--- config.mk ---
export PLATFORM = sky130hd
export DESIGN_NAME = pds_piezo_drive_sequencer
export DESIGN_NICKNAME = d
export VERILOG_FILES = /design/src/rtl/pds_pkg.sv /design/src/rtl/pds_piezo_drive_sequencer.sv
export SDC_FILE = /design/constraint.sdc
export NUM_CORES = 1
export LEC_CHECK = 0
export BUFFER_PORTS_ARGS = -buffer_cell sky130_fd_sc_hd__buf_2
export CAP_MARGIN = 20
export CORE_ASPECT_RATIO = 1.75
export CORE_MARGIN = 2
export CORE_UTILIZATION = 40
export CTS_CLUSTER_SIZE = 40
export DETAILED_ROUTE_END_ITERATION = 7
export GPL_TIMING_DRIVEN = 0
export HOLD_SLACK_MARGIN = 0.05
export PLACE_DENSITY_LB_ADDON = 0.15
export SKIP_LAST_GASP = 1
export SYNTH_ARGS = -nofsm -noshare
export SYNTH_HDL_FRONTEND = slang
export SYNTH_SLANG_ARGS = --single-unit
--- constraint.sdc ---
create_clock -name clock_in -period 4.4 [get_ports clock_in]
set_clock_uncertainty 0.15 [all_clocks]
set_input_delay 0.22 -clock clock_in [delete_from_list [all_inputs] [get_ports clock_in]]
set_output_delay 0.22 -clock clock_in [all_outputs]
set_load 0.01 [all_outputs]
--- src/rtl/pds_pkg.sv ---
// ==========================================================================
// shared constants of the piezo drive sequencer
package pds_pkg;

  // ========================================================================
  // register offsets, written over the serial link as the pointer byte
  localparam logic [7:0] OFS_DIR_COUNT  = 8'h00;
  localparam logic [7:0] OFS_GATE_CFG   = 8'h01;
  localparam logic [7:0] OFS_PERIOD     = 8'h02;
  localparam logic [7:0] OFS_GATE_A_SET = 8'h03;
  localparam logic [7:0] OFS_GATE_B_RST = 8'h04;

  // ========================================================================
  // field positions
  localparam int DIR_BIT       = 7;
  localparam int COUNT_MSB     = 6;
  localparam int INIT_SKIP_BIT = 0;
  localparam int SWING_LSB     = 1;
  localparam int CLKSEL_LSB    = 3;
  localparam int GATE_MODE_BIT = 7;

  // ========================================================================
  // reset and test-load values
  localparam logic [7:0] RST_GATE_CFG   = 8'h00;
  localparam logic [7:0] RST_PERIOD     = 8'h00;
  localparam logic [7:0] RST_GATE_A_SET = 8'h00;
  localparam logic [7:0] RST_GATE_B_RST = 8'h00;
  localparam logic       RST_DIR        = 1'b0;
  localparam logic [7:0] TEST_PERIOD    = 8'h73;
  localparam logic [7:0] TEST_GATE_A    = 8'h15;
  localparam logic [7:0] TEST_GATE_B    = 8'h18;
  localparam logic [4:0] SYNC_RST       = 5'h18;

  // ========================================================================
  // counts and the bus address
  localparam logic [9:0]  PENDING_MAX = 10'h200;
  localparam logic [15:0] WAIT_STEPS  = 16'h0004;
  localparam logic [3:0]  BYTE_BITS   = 4'h8;
  localparam logic [6:0]  BUS_ADDR    = 7'h72;

  // ========================================================================
  // state types
  typedef enum logic [2:0] {S_IDLE, S_MOVE, S_WAIT, S_SWING, S_RUN} pds_seq_t;
  typedef enum logic [2:0] {I_IDLE, I_ADDR, I_PTR, I_DATA, I_SKIP} pds_i2c_t;

endpackage : pds_pkg

--- src/rtl/pds_piezo_drive_sequencer.sv ---
`timescale 1ns/1ps
module pds_piezo_drive_sequencer #(
  parameter logic [6:0]  DEV_ADDR        = pds_pkg::BUS_ADDR,
  parameter int unsigned STEP_PERIOD     = 1,
  parameter int unsigned INIT_MOVE_COUNT = 1
) (
  input  wire logic clock_in,
  input  wire logic reset_in,
  input  wire logic reset_pin_n_in,
  input  wire logic test_in,
  input  wire logic enable_in,
  input  wire logic scl_in,
  input  wire logic sda_in,
  output logic      sda_out,
  output logic      sda_oe_out,
  output logic      gate_a_out,
  output logic      gate_b_out,
  output logic      direction_out,
  output logic      busy_out
);
  import pds_pkg::*;

  // ========================================================================
  // pin synchronisers
  logic [4:0] raw_w;
  logic [4:0] sync1_q;
  logic [4:0] sync2_q;
  logic       scl_p_q;
  logic       sda_p_q;
  logic       en_p_q;
  logic       scl_s, sda_s, en_s, test_s, rstn_s;

  assign raw_w = {scl_in, sda_in, enable_in, test_in, reset_pin_n_in};

  // two stages per pin; only the second stage is looked at by logic
  generate
    for (genvar g = 0; g < 5; g++) begin : g_sync
      always_ff @(posedge clock_in) begin
        if (reset_in) begin
          sync1_q[g] <= SYNC_RST[g];
          sync2_q[g] <= SYNC_RST[g];
        end else begin
          sync1_q[g] <= raw_w[g];
          sync2_q[g] <= sync1_q[g];
        end
      end
    end
  endgenerate

  assign {scl_s, sda_s, en_s, test_s, rstn_s} = sync2_q;

  // previous values for edge and start/stop detection
  always_ff @(posedge clock_in) begin
    if (reset_in) begin
      scl_p_q <= 1'b1;
      sda_p_q <= 1'b1;
      en_p_q  <= 1'b0;
    end else begin
      scl_p_q <= scl_s;
      sda_p_q <= sda_s;
      en_p_q  <= en_s;
    end
  end

  // ========================================================================
  // serial write-only slave
  pds_i2c_t    i_state_q, i_state_d;
  logic [3:0]  bit_cnt_q, bit_cnt_d;
  logic [7:0]  shift_q, shift_d;
  logic [7:0]  ptr_q, ptr_d;
  logic        ack_q, ack_d;
  logic        wr_q, wr_d;
  logic [7:0]  wr_addr_q, wr_addr_d;
  logic [7:0]  wr_data_q, wr_data_d;
  logic        bus_start, bus_stop, scl_rise, scl_fall;

  assign bus_start = scl_s & scl_p_q & sda_p_q & ~sda_s;
  assign bus_stop  = scl_s & scl_p_q & ~sda_p_q & sda_s;
  assign scl_rise  = scl_s & ~scl_p_q;
  assign scl_fall  = ~scl_s & scl_p_q;

  // byte framing; ack is driven from the falling edge after bit 8 to the next
  always_comb begin
    i_state_d = i_state_q;
    bit_cnt_d = bit_cnt_q;
    shift_d   = shift_q;
    ptr_d     = ptr_q;
    ack_d     = ack_q;
    wr_d      = 1'b0;
    wr_addr_d = wr_addr_q;
    wr_data_d = wr_data_q;
    if (bus_start) begin
      i_state_d = I_ADDR;
      bit_cnt_d = 4'h0;
      ack_d     = 1'b0;
    end else if (bus_stop) begin
      i_state_d = I_IDLE;
      ack_d     = 1'b0;
    end else if (i_state_q != I_IDLE && i_state_q != I_SKIP) begin
      if (scl_rise && bit_cnt_q < BYTE_BITS) begin
        shift_d   = {shift_q[6:0], sda_s};
        bit_cnt_d = bit_cnt_q + 4'h1;
      end
      if (scl_fall && bit_cnt_q == BYTE_BITS) begin
        if (!ack_q) begin
          case (i_state_q)
            I_ADDR: begin
              // a read request is left unanswered, the master sees a nack
              if (shift_q[7:1] == DEV_ADDR && !shift_q[0]) ack_d = 1'b1;
              else i_state_d = I_SKIP;
            end
            I_PTR: begin
              ack_d = 1'b1;
              ptr_d = shift_q;
            end
            I_DATA: begin
              ack_d     = 1'b1;
              wr_d      = 1'b1;
              wr_addr_d = ptr_q;
              wr_data_d = shift_q;
            end
            default: i_state_d = I_SKIP;
          endcase
        end else begin
          ack_d     = 1'b0;
          bit_cnt_d = 4'h0;
          case (i_state_q)
            I_ADDR:  i_state_d = I_PTR;
            I_PTR:   i_state_d = I_DATA;
            I_DATA:  ptr_d = ptr_q + 8'h01; // consecutive bytes go to next register
            default: i_state_d = I_SKIP;
          endcase
        end
      end
    end
  end

  always_ff @(posedge clock_in) begin
    if (reset_in) begin
      i_state_q <= I_IDLE;
      bit_cnt_q <= 4'h0;
      shift_q   <= 8'h00;
      ptr_q     <= 8'h00;
      ack_q     <= 1'b0;
      wr_q      <= 1'b0;
      wr_addr_q <= 8'h00;
      wr_data_q <= 8'h00;
    end else begin
      i_state_q <= i_state_d;
      bit_cnt_q <= bit_cnt_d;
      shift_q   <= shift_d;
      ptr_q     <= ptr_d;
      ack_q     <= ack_d;
      wr_q      <= wr_d;
      wr_addr_q <= wr_addr_d;
      wr_data_q <= wr_data_d;
    end
  end

  // ========================================================================
  // configuration registers and pending count
  logic        dir_q, dir_d;
  logic [9:0]  pending_q, pending_d;
  logic [7:0]  cfg_q, cfg_d;
  logic [7:0]  period_q, period_d;
  logic [7:0]  gta_q, gta_d;
  logic [7:0]  gtb_q, gtb_d;
  logic        run_dec;
  logic [16:0] add_w;
  logic [16:0] sum_w;
  logic        wr_dir, dir_flip;

  assign wr_dir   = wr_q && wr_addr_q == OFS_DIR_COUNT;
  assign dir_flip = wr_dir && wr_data_q[DIR_BIT] != dir_q;
  assign add_w    = wr_dir ? 17'(wr_data_q[COUNT_MSB:0]) * 17'(STEP_PERIOD) : 17'h00000;

  // pending is one counter in periods; writes add, run periods take away
  always_comb begin
    dir_d    = dir_q;
    cfg_d    = cfg_q;
    period_d = period_q;
    gta_d    = gta_q;
    gtb_d    = gtb_q;
    sum_w    = dir_flip ? 17'h00000 : 17'(pending_q) - 17'(run_dec);
    sum_w    = sum_w + add_w;
    pending_d = (sum_w > 17'(PENDING_MAX)) ? PENDING_MAX : sum_w[9:0];
    if (wr_dir) dir_d = wr_data_q[DIR_BIT];
    if (wr_q && wr_addr_q == OFS_GATE_CFG) cfg_d = wr_data_q;
    // the test pin locks the waveform registers against serial writes
    if (wr_q && !test_s) begin
      if (wr_addr_q == OFS_PERIOD) period_d = wr_data_q;
      if (wr_addr_q == OFS_GATE_A_SET) gta_d = wr_data_q;
      if (wr_addr_q == OFS_GATE_B_RST) gtb_d = wr_data_q;
    end
    if (!rstn_s) begin
      dir_d     = RST_DIR;
      pending_d = 10'h000;
      cfg_d     = RST_GATE_CFG;
      period_d  = test_s ? TEST_PERIOD : RST_PERIOD;
      gta_d     = test_s ? TEST_GATE_A : RST_GATE_A_SET;
      gtb_d     = test_s ? TEST_GATE_B : RST_GATE_B_RST;
    end
  end

  always_ff @(posedge clock_in) begin
    if (reset_in) begin
      dir_q     <= RST_DIR;
      pending_q <= 10'h000;
      cfg_q     <= RST_GATE_CFG;
      period_q  <= RST_PERIOD;
      gta_q     <= RST_GATE_A_SET;
      gtb_q     <= RST_GATE_B_RST;
    end else begin
      dir_q     <= dir_d;
      pending_q <= pending_d;
      cfg_q     <= cfg_d;
      period_q  <= period_d;
      gta_q     <= gta_d;
      gtb_q     <= gtb_d;
    end
  end

  // ========================================================================
  // divider, period generator and run sequencer
  function automatic logic [15:0] swing_times(input logic [1:0] code);
    case (code)
      2'b00:   swing_times = 16'h0002;
      2'b01:   swing_times = 16'h0001;
      2'b10:   swing_times = 16'h0003;
      default: swing_times = 16'h0004;
    endcase
  endfunction : swing_times

  pds_seq_t    seq_q, seq_d;
  logic [1:0]  div_q, div_d;
  logic        tick_q, tick_d;
  logic [7:0]  phase_q, phase_d;
  logic [15:0] steps_q, steps_d;
  logic        init_dir_q, init_dir_d;
  logic        gate_a_q, gate_a_d;
  logic        gate_b_q, gate_b_d;
  logic        dir_out_q, dir_out_d;
  logic        busy_q, busy_d;
  logic        per_end, driving, en_rise, last_step;
  logic [1:0]  clksel;

  assign clksel    = cfg_q[CLKSEL_LSB+1:CLKSEL_LSB];
  assign en_rise   = en_s & ~en_p_q;
  assign per_end   = tick_q && phase_q == period_q && seq_q != S_IDLE;
  assign driving   = seq_q == S_MOVE || seq_q == S_SWING || seq_q == S_RUN;
  assign last_step = steps_q <= 16'h0001;
  assign run_dec   = seq_q == S_RUN && per_end && pending_q != 10'h000;

  always_comb begin
    div_d      = div_q + 2'h1;
    // divided clock is an enable pulse, one cycle in every 4, 2 or 1
    case (clksel)
      2'b00:   tick_d = div_q == 2'h3;
      2'b01:   tick_d = div_q[0];
      default: tick_d = 1'b1;
    endcase
    seq_d      = seq_q;
    phase_d    = phase_q;
    steps_d    = steps_q;
    init_dir_d = init_dir_q;
    if (tick_q && seq_q != S_IDLE) phase_d = per_end ? 8'h00 : phase_q + 8'h01;
    case (seq_q)
      S_IDLE: begin
        phase_d = 8'h00;
        if (en_rise && !cfg_q[INIT_SKIP_BIT]) begin
          seq_d      = S_MOVE;
          init_dir_d = dir_q;
          steps_d    = 16'(INIT_MOVE_COUNT) * 16'(STEP_PERIOD);
        end else if (en_s && pending_q != 10'h000) begin
          seq_d = S_RUN;
        end
      end
      S_MOVE: if (per_end) begin
        if (last_step) begin
          seq_d   = S_WAIT;
          steps_d = WAIT_STEPS * 16'(STEP_PERIOD);
        end else steps_d = steps_q - 16'h0001;
      end
      S_WAIT: if (per_end) begin
        if (last_step) begin
          seq_d   = S_SWING;
          steps_d = swing_times(cfg_q[SWING_LSB+1:SWING_LSB]) * 16'(STEP_PERIOD);
        end else steps_d = steps_q - 16'h0001;
      end
      S_SWING: if (per_end) begin
        if (last_step) seq_d = S_RUN;
        else steps_d = steps_q - 16'h0001;
      end
      S_RUN: if (pending_q == 10'h000 || (run_dec && pending_q == 10'h001)) seq_d = S_IDLE;
      default: seq_d = S_IDLE;
    endcase
    if (!en_s || !rstn_s) begin
      seq_d   = S_IDLE;
      phase_d = 8'h00;
      steps_d = 16'h0000;
    end
    // swing runs opposite to the initial move; idle gates follow gate mode
    case (seq_d)
      S_MOVE:  dir_out_d = init_dir_d;
      S_SWING: dir_out_d = ~init_dir_q;
      S_RUN:   dir_out_d = dir_q;
      default: dir_out_d = dir_out_q;
    endcase
    if (driving && seq_d != S_IDLE) begin
      gate_a_d = phase_d < gta_q;
      gate_b_d = phase_d >= gtb_q;
    end else begin
      gate_a_d = ~cfg_q[GATE_MODE_BIT];
      gate_b_d = ~cfg_q[GATE_MODE_BIT];
    end
    busy_d = seq_d != S_IDLE;
  end

  always_ff @(posedge clock_in) begin
    if (reset_in) begin
      seq_q      <= S_IDLE;
      div_q      <= 2'h0;
      tick_q     <= 1'b0;
      phase_q    <= 8'h00;
      steps_q    <= 16'h0000;
      init_dir_q <= 1'b0;
      gate_a_q   <= 1'b1;
      gate_b_q   <= 1'b1;
      dir_out_q  <= 1'b0;
      busy_q     <= 1'b0;
    end else begin
      seq_q      <= seq_d;
      div_q      <= div_d;
      tick_q     <= tick_d;
      phase_q    <= phase_d;
      steps_q    <= steps_d;
      init_dir_q <= init_dir_d;
      gate_a_q   <= gate_a_d;
      gate_b_q   <= gate_b_d;
      dir_out_q  <= dir_out_d;
      busy_q     <= busy_d;
    end
  end

  // outputs straight from flip-flops except sda_out, tied to 0; the data line is only ever pulled low
  assign sda_out       = 1'b0;
  assign sda_oe_out    = ack_q;
  assign gate_a_out    = gate_a_q;
  assign gate_b_out    = gate_b_q;
  assign direction_out = dir_out_q;
  assign busy_out      = busy_q;
endmodule : pds_piezo_drive_sequencer

Word-level counts from Yosys, hierarchy flattened --
Index checks and enable logic that the tools add are counted.
Word-level totals: memories kept 0, output and inout port bits 6, memory bits (read-only) 0, latch bits 0, memory bits (writable) 0, input bits 7, register bits 132, logic and storage cells 233
Cells by class: muxes and demuxes 63, order comparisons 5, divide/modulo/power cells 0, eq/ne operators 40, reductions and logical operators 58, add/subtract/negate cells 7, shift-type cells 0, bitwise logic cells 21, multipliers 0
Operator list (number):
- $mux 8 | 16
- $mux 16 | 7
- $pmux 16 s4 | 1
- $mux 3 | 12
- $pmux 3 s3 | 2
- $reduce_and 6->1 | 3
- $reduce_bool 3->1 | 6
- $add 17x7->17 | 1
- $gt 17x10->1 const B | 1
- $logic_and 1x1->1 | 17
- $mux 17 | 1
- $add 8x1->8 const B | 2
- $eq 8x2->1 const B | 2
- $le 16x1->1 const B | 1
- $sub 16x1->16 const B | 1
- $eq 3x2->1 const B | 5
- $pmux 3 s5 | 1
- $mux 7 | 2
- $not 1->1 | 13
- $mux 4 | 3
- $ne 2x1->1 const B | 6
- $ne 2x2->1 const B | 6
- $mux 1 | 11
- $sub 10x1->11 | 1
- other kinds (41) | 73

Depth between registers and ports, before layout --
word-level depth 13, depth in mapped cells 19, gate-level depth less buffers 18

Worst setup path before layout --
Ideal clock, no wire load.
path type register to register, start register seq_q[2], end register pending_q[2], clock period less this slack 4704 ps, arrival time 4431 ps, stages on the path, launching flop included 19, library setup time 122 ps, slack -304 ps, required time 4128 ps, path buffers 1, path through dfxtp_1 -> buf_2 -> nor3_1 -> nor2b_1 -> nand3_1 -> nor3b_1 -> ha_1 -> ha_1 -> or3b_1 -> nor3_1 -> xnor2_1 -> nor2_1 -> ha_1 -> or2b_1 -> o311ai_0 -> o41ai_1 -> a221o_2 -> o211ai_4 -> nor2b_2
Between the ends: word-level cells in the longest chain between the ends 9, elaborated cells on any way between the ends 10, classes of those cells 2 x add/sub; 1 x order compare; 1 x eq/ne; 1 x mux; 5 x reduce/logical
Ends and longest elaborated chain:
- start: declaration | line pds_piezo_drive_sequencer.sv:234 | pds_seq_t seq_q, seq_d;
- start signal: assignment | line pds_piezo_drive_sequencer.sv:332 | seq_q <= seq_d;
- $reduce_bool 3->1 | line pds_piezo_drive_sequencer.sv:249 | assign per_end = tick_q && phase_q == period_q && seq_q != S_IDLE;
- $logic_and 1x1->1 | line pds_piezo_drive_sequencer.sv:249
- $logic_and 1x1->1 (*) (2 in a row) | line pds_piezo_drive_sequencer.sv:252 | assign run_dec = seq_q == S_RUN && per_end && pending_q != 10'h000;
- $sub 10x1->11 (*) | line pds_piezo_drive_sequencer.sv:184 | sum_w = dir_flip ? 17'h00000 : 17'(pending_q) - 17'(run_dec);
- $mux 17 (*) | line pds_piezo_drive_sequencer.sv:184
- $add 17x7->17 (*) | line pds_piezo_drive_sequencer.sv:185 | sum_w = sum_w + add_w;
- $gt 17x10->1 | line pds_piezo_drive_sequencer.sv:186 | pending_d = (sum_w > 17'(PENDING_MAX)) ? PENDING_MAX : sum_w[9:0];
- $reduce_or 3->1 (no line)
- end signal: assignment | line pds_piezo_drive_sequencer.sv:215 | pending_q <= pending_d;
- end: declaration | line pds_piezo_drive_sequencer.sv:163 | logic [9:0] pending_q, pending_d;
Mark *: on every way between the ends. The rest lies on a longest branch, timed or not. A chain may end at the register's enable or synchronous reset.

Worst setup path after layout --
start register period_q[4], end register pending_q[5]
Between the ends: word-level cells in the longest chain between the ends 10
Ends and longest elaborated chain:
- start: declaration | line pds_piezo_drive_sequencer.sv:165 | logic [7:0] period_q, period_d;
- start signal: assignment | line pds_piezo_drive_sequencer.sv:217 | period_q <= period_d;
- $eq 8x8->1 (*) | line pds_piezo_drive_sequencer.sv:249
- $logic_and 1x1->1 (*) (2 in a row) | line pds_piezo_drive_sequencer.sv:249
- $logic_and 1x1->1 (*) (2 in a row) | line pds_piezo_drive_sequencer.sv:252
- $sub 10x1->11 (*) | line pds_piezo_drive_sequencer.sv:184
- $mux 17 (*) | line pds_piezo_drive_sequencer.sv:184
- $add 17x7->17 (*) | line pds_piezo_drive_sequencer.sv:185
- $gt 17x10->1 | line pds_piezo_drive_sequencer.sv:186
- $reduce_or 3->1 (no line)
Marks and branches as above.

==> impl_results.html <==
<table>
<tr><th>Metric</th><th>Value</th></tr>
<tr><th colspan="2">Status</th></tr>
<tr><td>Failing checks</td><td>negative setup slack</td></tr>
<tr><td>Result of the run</td><td>finished with violations</td></tr>
<tr><th colspan="2">Cells and area</th></tr>
<tr><td>Top register by number of flip-flops</td><td>steps_q</td></tr>
<tr><td>Number of nets at the end of the flow</td><td>906</td></tr>
<tr><td>Flip-flop count of the largest register after layout</td><td>16</td></tr>
<tr><td>Number of standard cells in the final layout excluding fillers</td><td>1103</td></tr>
<tr><td>Post-layout util</td><td>50.0%</td></tr>
<tr><td>Area growth from synthesis to layout</td><td>22.8%</td></tr>
<tr><td>Fraction of layout instances using a drive strength above 1</td><td>18.6%</td></tr>
<tr><td>Biggest registers after layout</td><td>steps_q: 16 flops, pending_q: 10 flops</td></tr>
<tr><td>Antenna cell count</td><td>0</td></tr>
<tr><th colspan="2">Timing</th></tr>
<tr><td>Worst slew pin tran</td><td>0.944 ns</td></tr>
<tr><td>Worst hold slack across all endpoints</td><td>0.261 ns</td></tr>
<tr><td>Final worst slack</td><td>-0.0287 ns</td></tr>
<tr><td>Timing-limited maximum frequency</td><td>226 MHz</td></tr>
<tr><td>Unrepaired setup endpoints after global routing</td><td>yes</td></tr>
<tr><td>Final slew viol count</td><td>0</td></tr>
<tr><td>Setup-violating endpoint count in the final report</td><td>6</td></tr>
<tr><td>Relative slew slack</td><td>36.9%</td></tr>
<tr><td>Hold violation total from the final report</td><td>0</td></tr>
<tr><td>Post-layout min period</td><td>4.43 ns</td></tr>
<tr><td>Final worst path period share</td><td>101%</td></tr>
<tr><th colspan="2">Synth</th></tr>
<tr><td>Syn Nets</td><td>836</td></tr>
<tr><td>Area share of fa/ha/maj cells after synthesis</td><td>6.67%</td></tr>
<tr><td>Flip-flop and latch count after synthesis</td><td>130</td></tr>
<tr><td>Post-synthesis mux area share</td><td>8.61%</td></tr>
<tr><td>Flip-flop cell with the highest count after synthesis</td><td>sky130_fd_sc_hd__dfxtp_1</td></tr>
<tr><td>Area share of and/or/nand/nor cells after synthesis</td><td>24.4%</td></tr>
<tr><td>Number of instances in the synthesized netlist</td><td>793</td></tr>
<tr><td>Synthesized area per cell</td><td>8.66 um2</td></tr>
<tr><td>Post-synthesis compound-gate area fraction</td><td>13.2%</td></tr>
<tr><td>Sequential share of the synthesized area</td><td>37.9%</td></tr>
<tr><td>Synth Area in XOR/XNOR</td><td>5.10%</td></tr>
<tr><td>Main combinational cell family by area after synthesis</td><td>simple AND/OR/NAND/NOR gates</td></tr>
<tr><td>Total of warnings raised by yosys</td><td>0</td></tr>
<tr><td>Post-synthesis instance area</td><td>0.00687 mm2</td></tr>
<tr><td>Distinct cells, synth</td><td>86</td></tr>
<tr><td>Share of flip-flops with an asynchronous set or reset</td><td>0%</td></tr>
<tr><td>Post-synth EDFFs</td><td>0</td></tr>
<tr><th colspan="2">Setup path</th></tr>
<tr><td>Cell count of the worst reg-to-reg path</td><td>16</td></tr>
<tr><td>Crit path to</td><td>pending_q[5]</td></tr>
<tr><td>Cells along the critical path</td><td>xor2_1 -&gt; nor4_4 -&gt; nand3_2 -&gt; nor3b_4 -&gt; ha_2 -&gt; or4b_4 -&gt; or3_4 -&gt; a21oi_4 -&gt; ha_4 -&gt; or2_2 -&gt; a21oi_4 -&gt; a211o_4 -&gt; o41ai_2 -&gt; a221o_2 -&gt; o211ai_4 -&gt; nor2_1</td></tr>
<tr><td>CP Class</td><td>flop to flop</td></tr>
<tr><td>Launching element type of the critical path</td><td>flop</td></tr>
<tr><td>R2R Path Start</td><td>period_q[4]</td></tr>
<tr><td>Most used cell, CP</td><td>sky130_fd_sc_hd__a21oi_4</td></tr>
<tr><td>R2R Path End</td><td>pending_q[5]</td></tr>
<tr><td>Slack of the worst reg-to-reg path</td><td>-0.03 ns</td></tr>
<tr><td>WP depth</td><td>16</td></tr>
<tr><td>Setup crit start</td><td>period_q[4]</td></tr>
<tr><td>Buffer and inverter count on the worst path</td><td>0</td></tr>
<tr><td>Top delay family on crit path</td><td>simple AND/OR/NAND/NOR gates</td></tr>
<tr><td>Endpoint type of the worst setup path</td><td>flop</td></tr>
<tr><td>Worst endpoint required time</td><td>4.55 ns</td></tr>
<tr><td>Arrival time reported for the critical path endpoint</td><td>4.58 ns</td></tr>
<tr><td>Worst path max stage delay</td><td>0.49 ns</td></tr>
<tr><td>Slowest CP cell</td><td>sky130_fd_sc_hd__or4b_4</td></tr>
<tr><td>Critical path fanouts, max</td><td>6</td></tr>
<tr><th colspan="2">Clock network</th></tr>
<tr><td>Clock-pin slew of the registers on the worst-case setup and hold paths</td><td>0.06 ns</td></tr>
<tr><td>Worst-skew pair later-pin latency</td><td>0.43 ns</td></tr>
<tr><td>Number of buffers created by CTS</td><td>17</td></tr>
<tr><td>TritonCTS clock tree</td><td>done</td></tr>
<tr><td>Root Buffer</td><td>sky130_fd_sc_hd__clkbuf_16</td></tr>
<tr><td>Total clock sinks</td><td>130</td></tr>
<tr><td>Clock Tree Buf Depth</td><td>2</td></tr>
<tr><td>Htree depth</td><td>4</td></tr>
<tr><th colspan="2">Placed design</th></tr>
<tr><td>Quantity of I/O buffers inserted on ports</td><td>10</td></tr>
<tr><td>HPWL after detailed placement</td><td>13300 um</td></tr>
<tr><td>Pre-CTS setup slack</td><td>-0.711 ns</td></tr>
<tr><td>Weighted congestion at the end of routability-driven global placement</td><td>0.875</td></tr>
<tr><td>Post-placement cell count</td><td>1030</td></tr>
<tr><th colspan="2">Global routing</th></tr>
<tr><td>Grt total ovfl</td><td>0</td></tr>
<tr><td>Global router's overall resource usage</td><td>21.1%</td></tr>
<tr><td>Number of antenna violations at the first check in global routing</td><td>0</td></tr>
<tr><td>Largest net degree at the start of global routing</td><td>17</td></tr>
<tr><td>Number of global-route vias before repair</td><td>6126</td></tr>
<tr><td>Wire length of the first global-routing pass</td><td>29600 um</td></tr>
<tr><th colspan="2">Drt</th></tr>
<tr><td>Wire length per cell</td><td>16.4 um</td></tr>
<tr><td>Number of nets with antenna violations after detailed routing</td><td>0</td></tr>
<tr><td>Drt pass-1 iters</td><td>4</td></tr>
<tr><td>Total Routed Length</td><td>18100 um</td></tr>
<tr><td>Number of DRC markers in iteration 0</td><td>170</td></tr>
<tr><td>Remaining design rule violation count</td><td>0</td></tr>
<tr><td>DR vias</td><td>5873</td></tr>
<tr><td>Post-detailed-route via-to-cell ratio</td><td>5.32</td></tr>
<tr><th colspan="2">Pwr</th></tr>
<tr><td>Maximum VDD drop</td><td>0.250 mV</td></tr>
<tr><td>Total power per unit cell area</td><td>318 mW/mm2</td></tr>
<tr><td>Total power</td><td>0.00268 W</td></tr>
<tr><td>Leakage</td><td>3.48 nW</td></tr>
<tr><th colspan="2">Hold path</th></tr>
<tr><td>Min-delay worst type</td><td>flop to flop</td></tr>
<tr><th colspan="2">Die</th></tr>
<tr><td>Effective utilization at floorplan</td><td>40.7%</td></tr>
<tr><td>Count of boundary I/O pins</td><td>13</td></tr>
<tr><td>Die W</td><td>103 um</td></tr>
<tr><td>Num rows</td><td>63</td></tr>
<tr><td>Area enclosed by the die boundary</td><td>0.0183 mm2</td></tr>
<tr><td>Core area</td><td>0.0169 mm2</td></tr>
<tr><td>Height of the die</td><td>177 um</td></tr>
<tr><th colspan="2">Job</th></tr>
<tr><td>Max-cap check violation count</td><td>0</td></tr>
</table>
synthesized netlist by cell type, drive strengths merged (11+ instances only):
cell    instances  area, um2
o21ai          20        104
xnor2          17        149
nor2b          18        115
mux2i          58        581
xor2           23        201
nor3           28        150
ha             35        438
a21oi          39        195
dfxtp         130       2600
inv            34        128
nand3          11       60.1
clkbuf         26       97.6
nor2          135        507
a211oi         11       87.6
nand2          43        161
nor4           16        100
routing by layer:
| layer | vias to the layer above | wire [um] | global-route usage, % |
|---|---|---|---|
| li1 | 2931 | - | - |
| met3 | 36 | 444 | 4.21 |
| met1 | 2827 | 6860 | 20.4 |
| met2 | 79 | 10300 | 41.4 |
| met5 | - | 0 | 0 |
| met4 | 0 | 488 | 8.83 |
cells in the final DEF (no fill, tap or decap), types with 22 or more instances in the layout:
cell and count:
sky130_fd_sc_hd__nor3_1 22, sky130_fd_sc_hd__buf_4 37, sky130_fd_sc_hd__nor2_1 132, sky130_fd_sc_hd__nand2_1 42, sky130_fd_sc_hd__mux2i_1 58, sky130_fd_sc_hd__clkbuf_1 29
sky130_fd_sc_hd__a21oi_1 37, sky130_fd_sc_hd__dfxtp_1 122, sky130_fd_sc_hd__ha_1 29, sky130_fd_sc_hd__inv_1 34, sky130_fd_sc_hd__xor2_1 22
worst min-delay path by stage:
stage	from	to	slack, ns	depth (start not counted)
floorplan	sda_in	sync1_q[3]	0.17	1
global placement	sync1_q[3]	sda_s	0.25	1
detailed placement	sync1_q[4]	scl_s	0.25	1
CTS	sync1_q[4]	scl_s	0.26	1
global route	sync1_q[4]	scl_s	0.28	1
finish	sync1_q[4]	scl_s	0.26	1
where the power goes:
group	internal, W	switching [W]	total (W)
Combinational	0.0000324	0.0000465	0.0000789
Sequential	0.00119	0.00000776	0.00120
Clock	0.000868	0.000538	0.00141
worst reg2reg max path, stage by stage (launching register included):
cell,delay [ns]
sky130_fd_sc_hd__dfxtp_2,0.32
sky130_fd_sc_hd__xor2_1,0.18
sky130_fd_sc_hd__nor4_4,0.35
sky130_fd_sc_hd__nand3_2,0.21
sky130_fd_sc_hd__nor3b_4,0.26
sky130_fd_sc_hd__ha_2,0.21
sky130_fd_sc_hd__or4b_4,0.49
sky130_fd_sc_hd__or3_4,0.36
sky130_fd_sc_hd__a21oi_4,0.16
sky130_fd_sc_hd__ha_4,0.23
sky130_fd_sc_hd__or2_2,0.31
sky130_fd_sc_hd__a21oi_4,0.20
sky130_fd_sc_hd__a211o_4,0.17
sky130_fd_sc_hd__o41ai_2,0.09
sky130_fd_sc_hd__a221o_2,0.40
sky130_fd_sc_hd__o211ai_4,0.17
sky130_fd_sc_hd__nor2_1,0.07
cell families after synthesis:
family | Yosys count
multiplexers | 59
buffers and inverters | 70
XOR/XNOR | 40
other | 1
AO/OA/AOI/OAI | 130
AND/OR/NAND/NOR | 327
flip-flops | 130
adder cells (fa/ha/maj) | 36
metrics by stage:
stage | cell area [um2] | setup TNS, ns
CTS | 8320 | -0.657
detailed placement | 7230 | -5.61
floorplan | 6900 | 0
global route | 8430 | -0.778
global placement | 7230 | -5.30
finish | 8430 | -0.127
repair_timing:
action | in CTS | in global routing
endpoints found under the setup margin | 10 | 14
endpoints found under the hold margin | 14 | 0
pin swaps | 21 | 22
hold buffers | 6 | 0
buffers inserted | 34 | 5
resized for setup | 42 | 20
final cells by class:
type | count | area, um2
Fill cell | 1648 | 8430
Timing Repair Buffer | 52 | 384
Sequential cell | 130 | 2620
Clock inverter | 10 | 125
Buffer | 35 | 151
Multi-Input combinational cell | 593 | 4280
Inverter | 34 | 128
Tap cell | 227 | 284
Clock buffer | 22 | 464
Power figures use the tool's default switching activity.
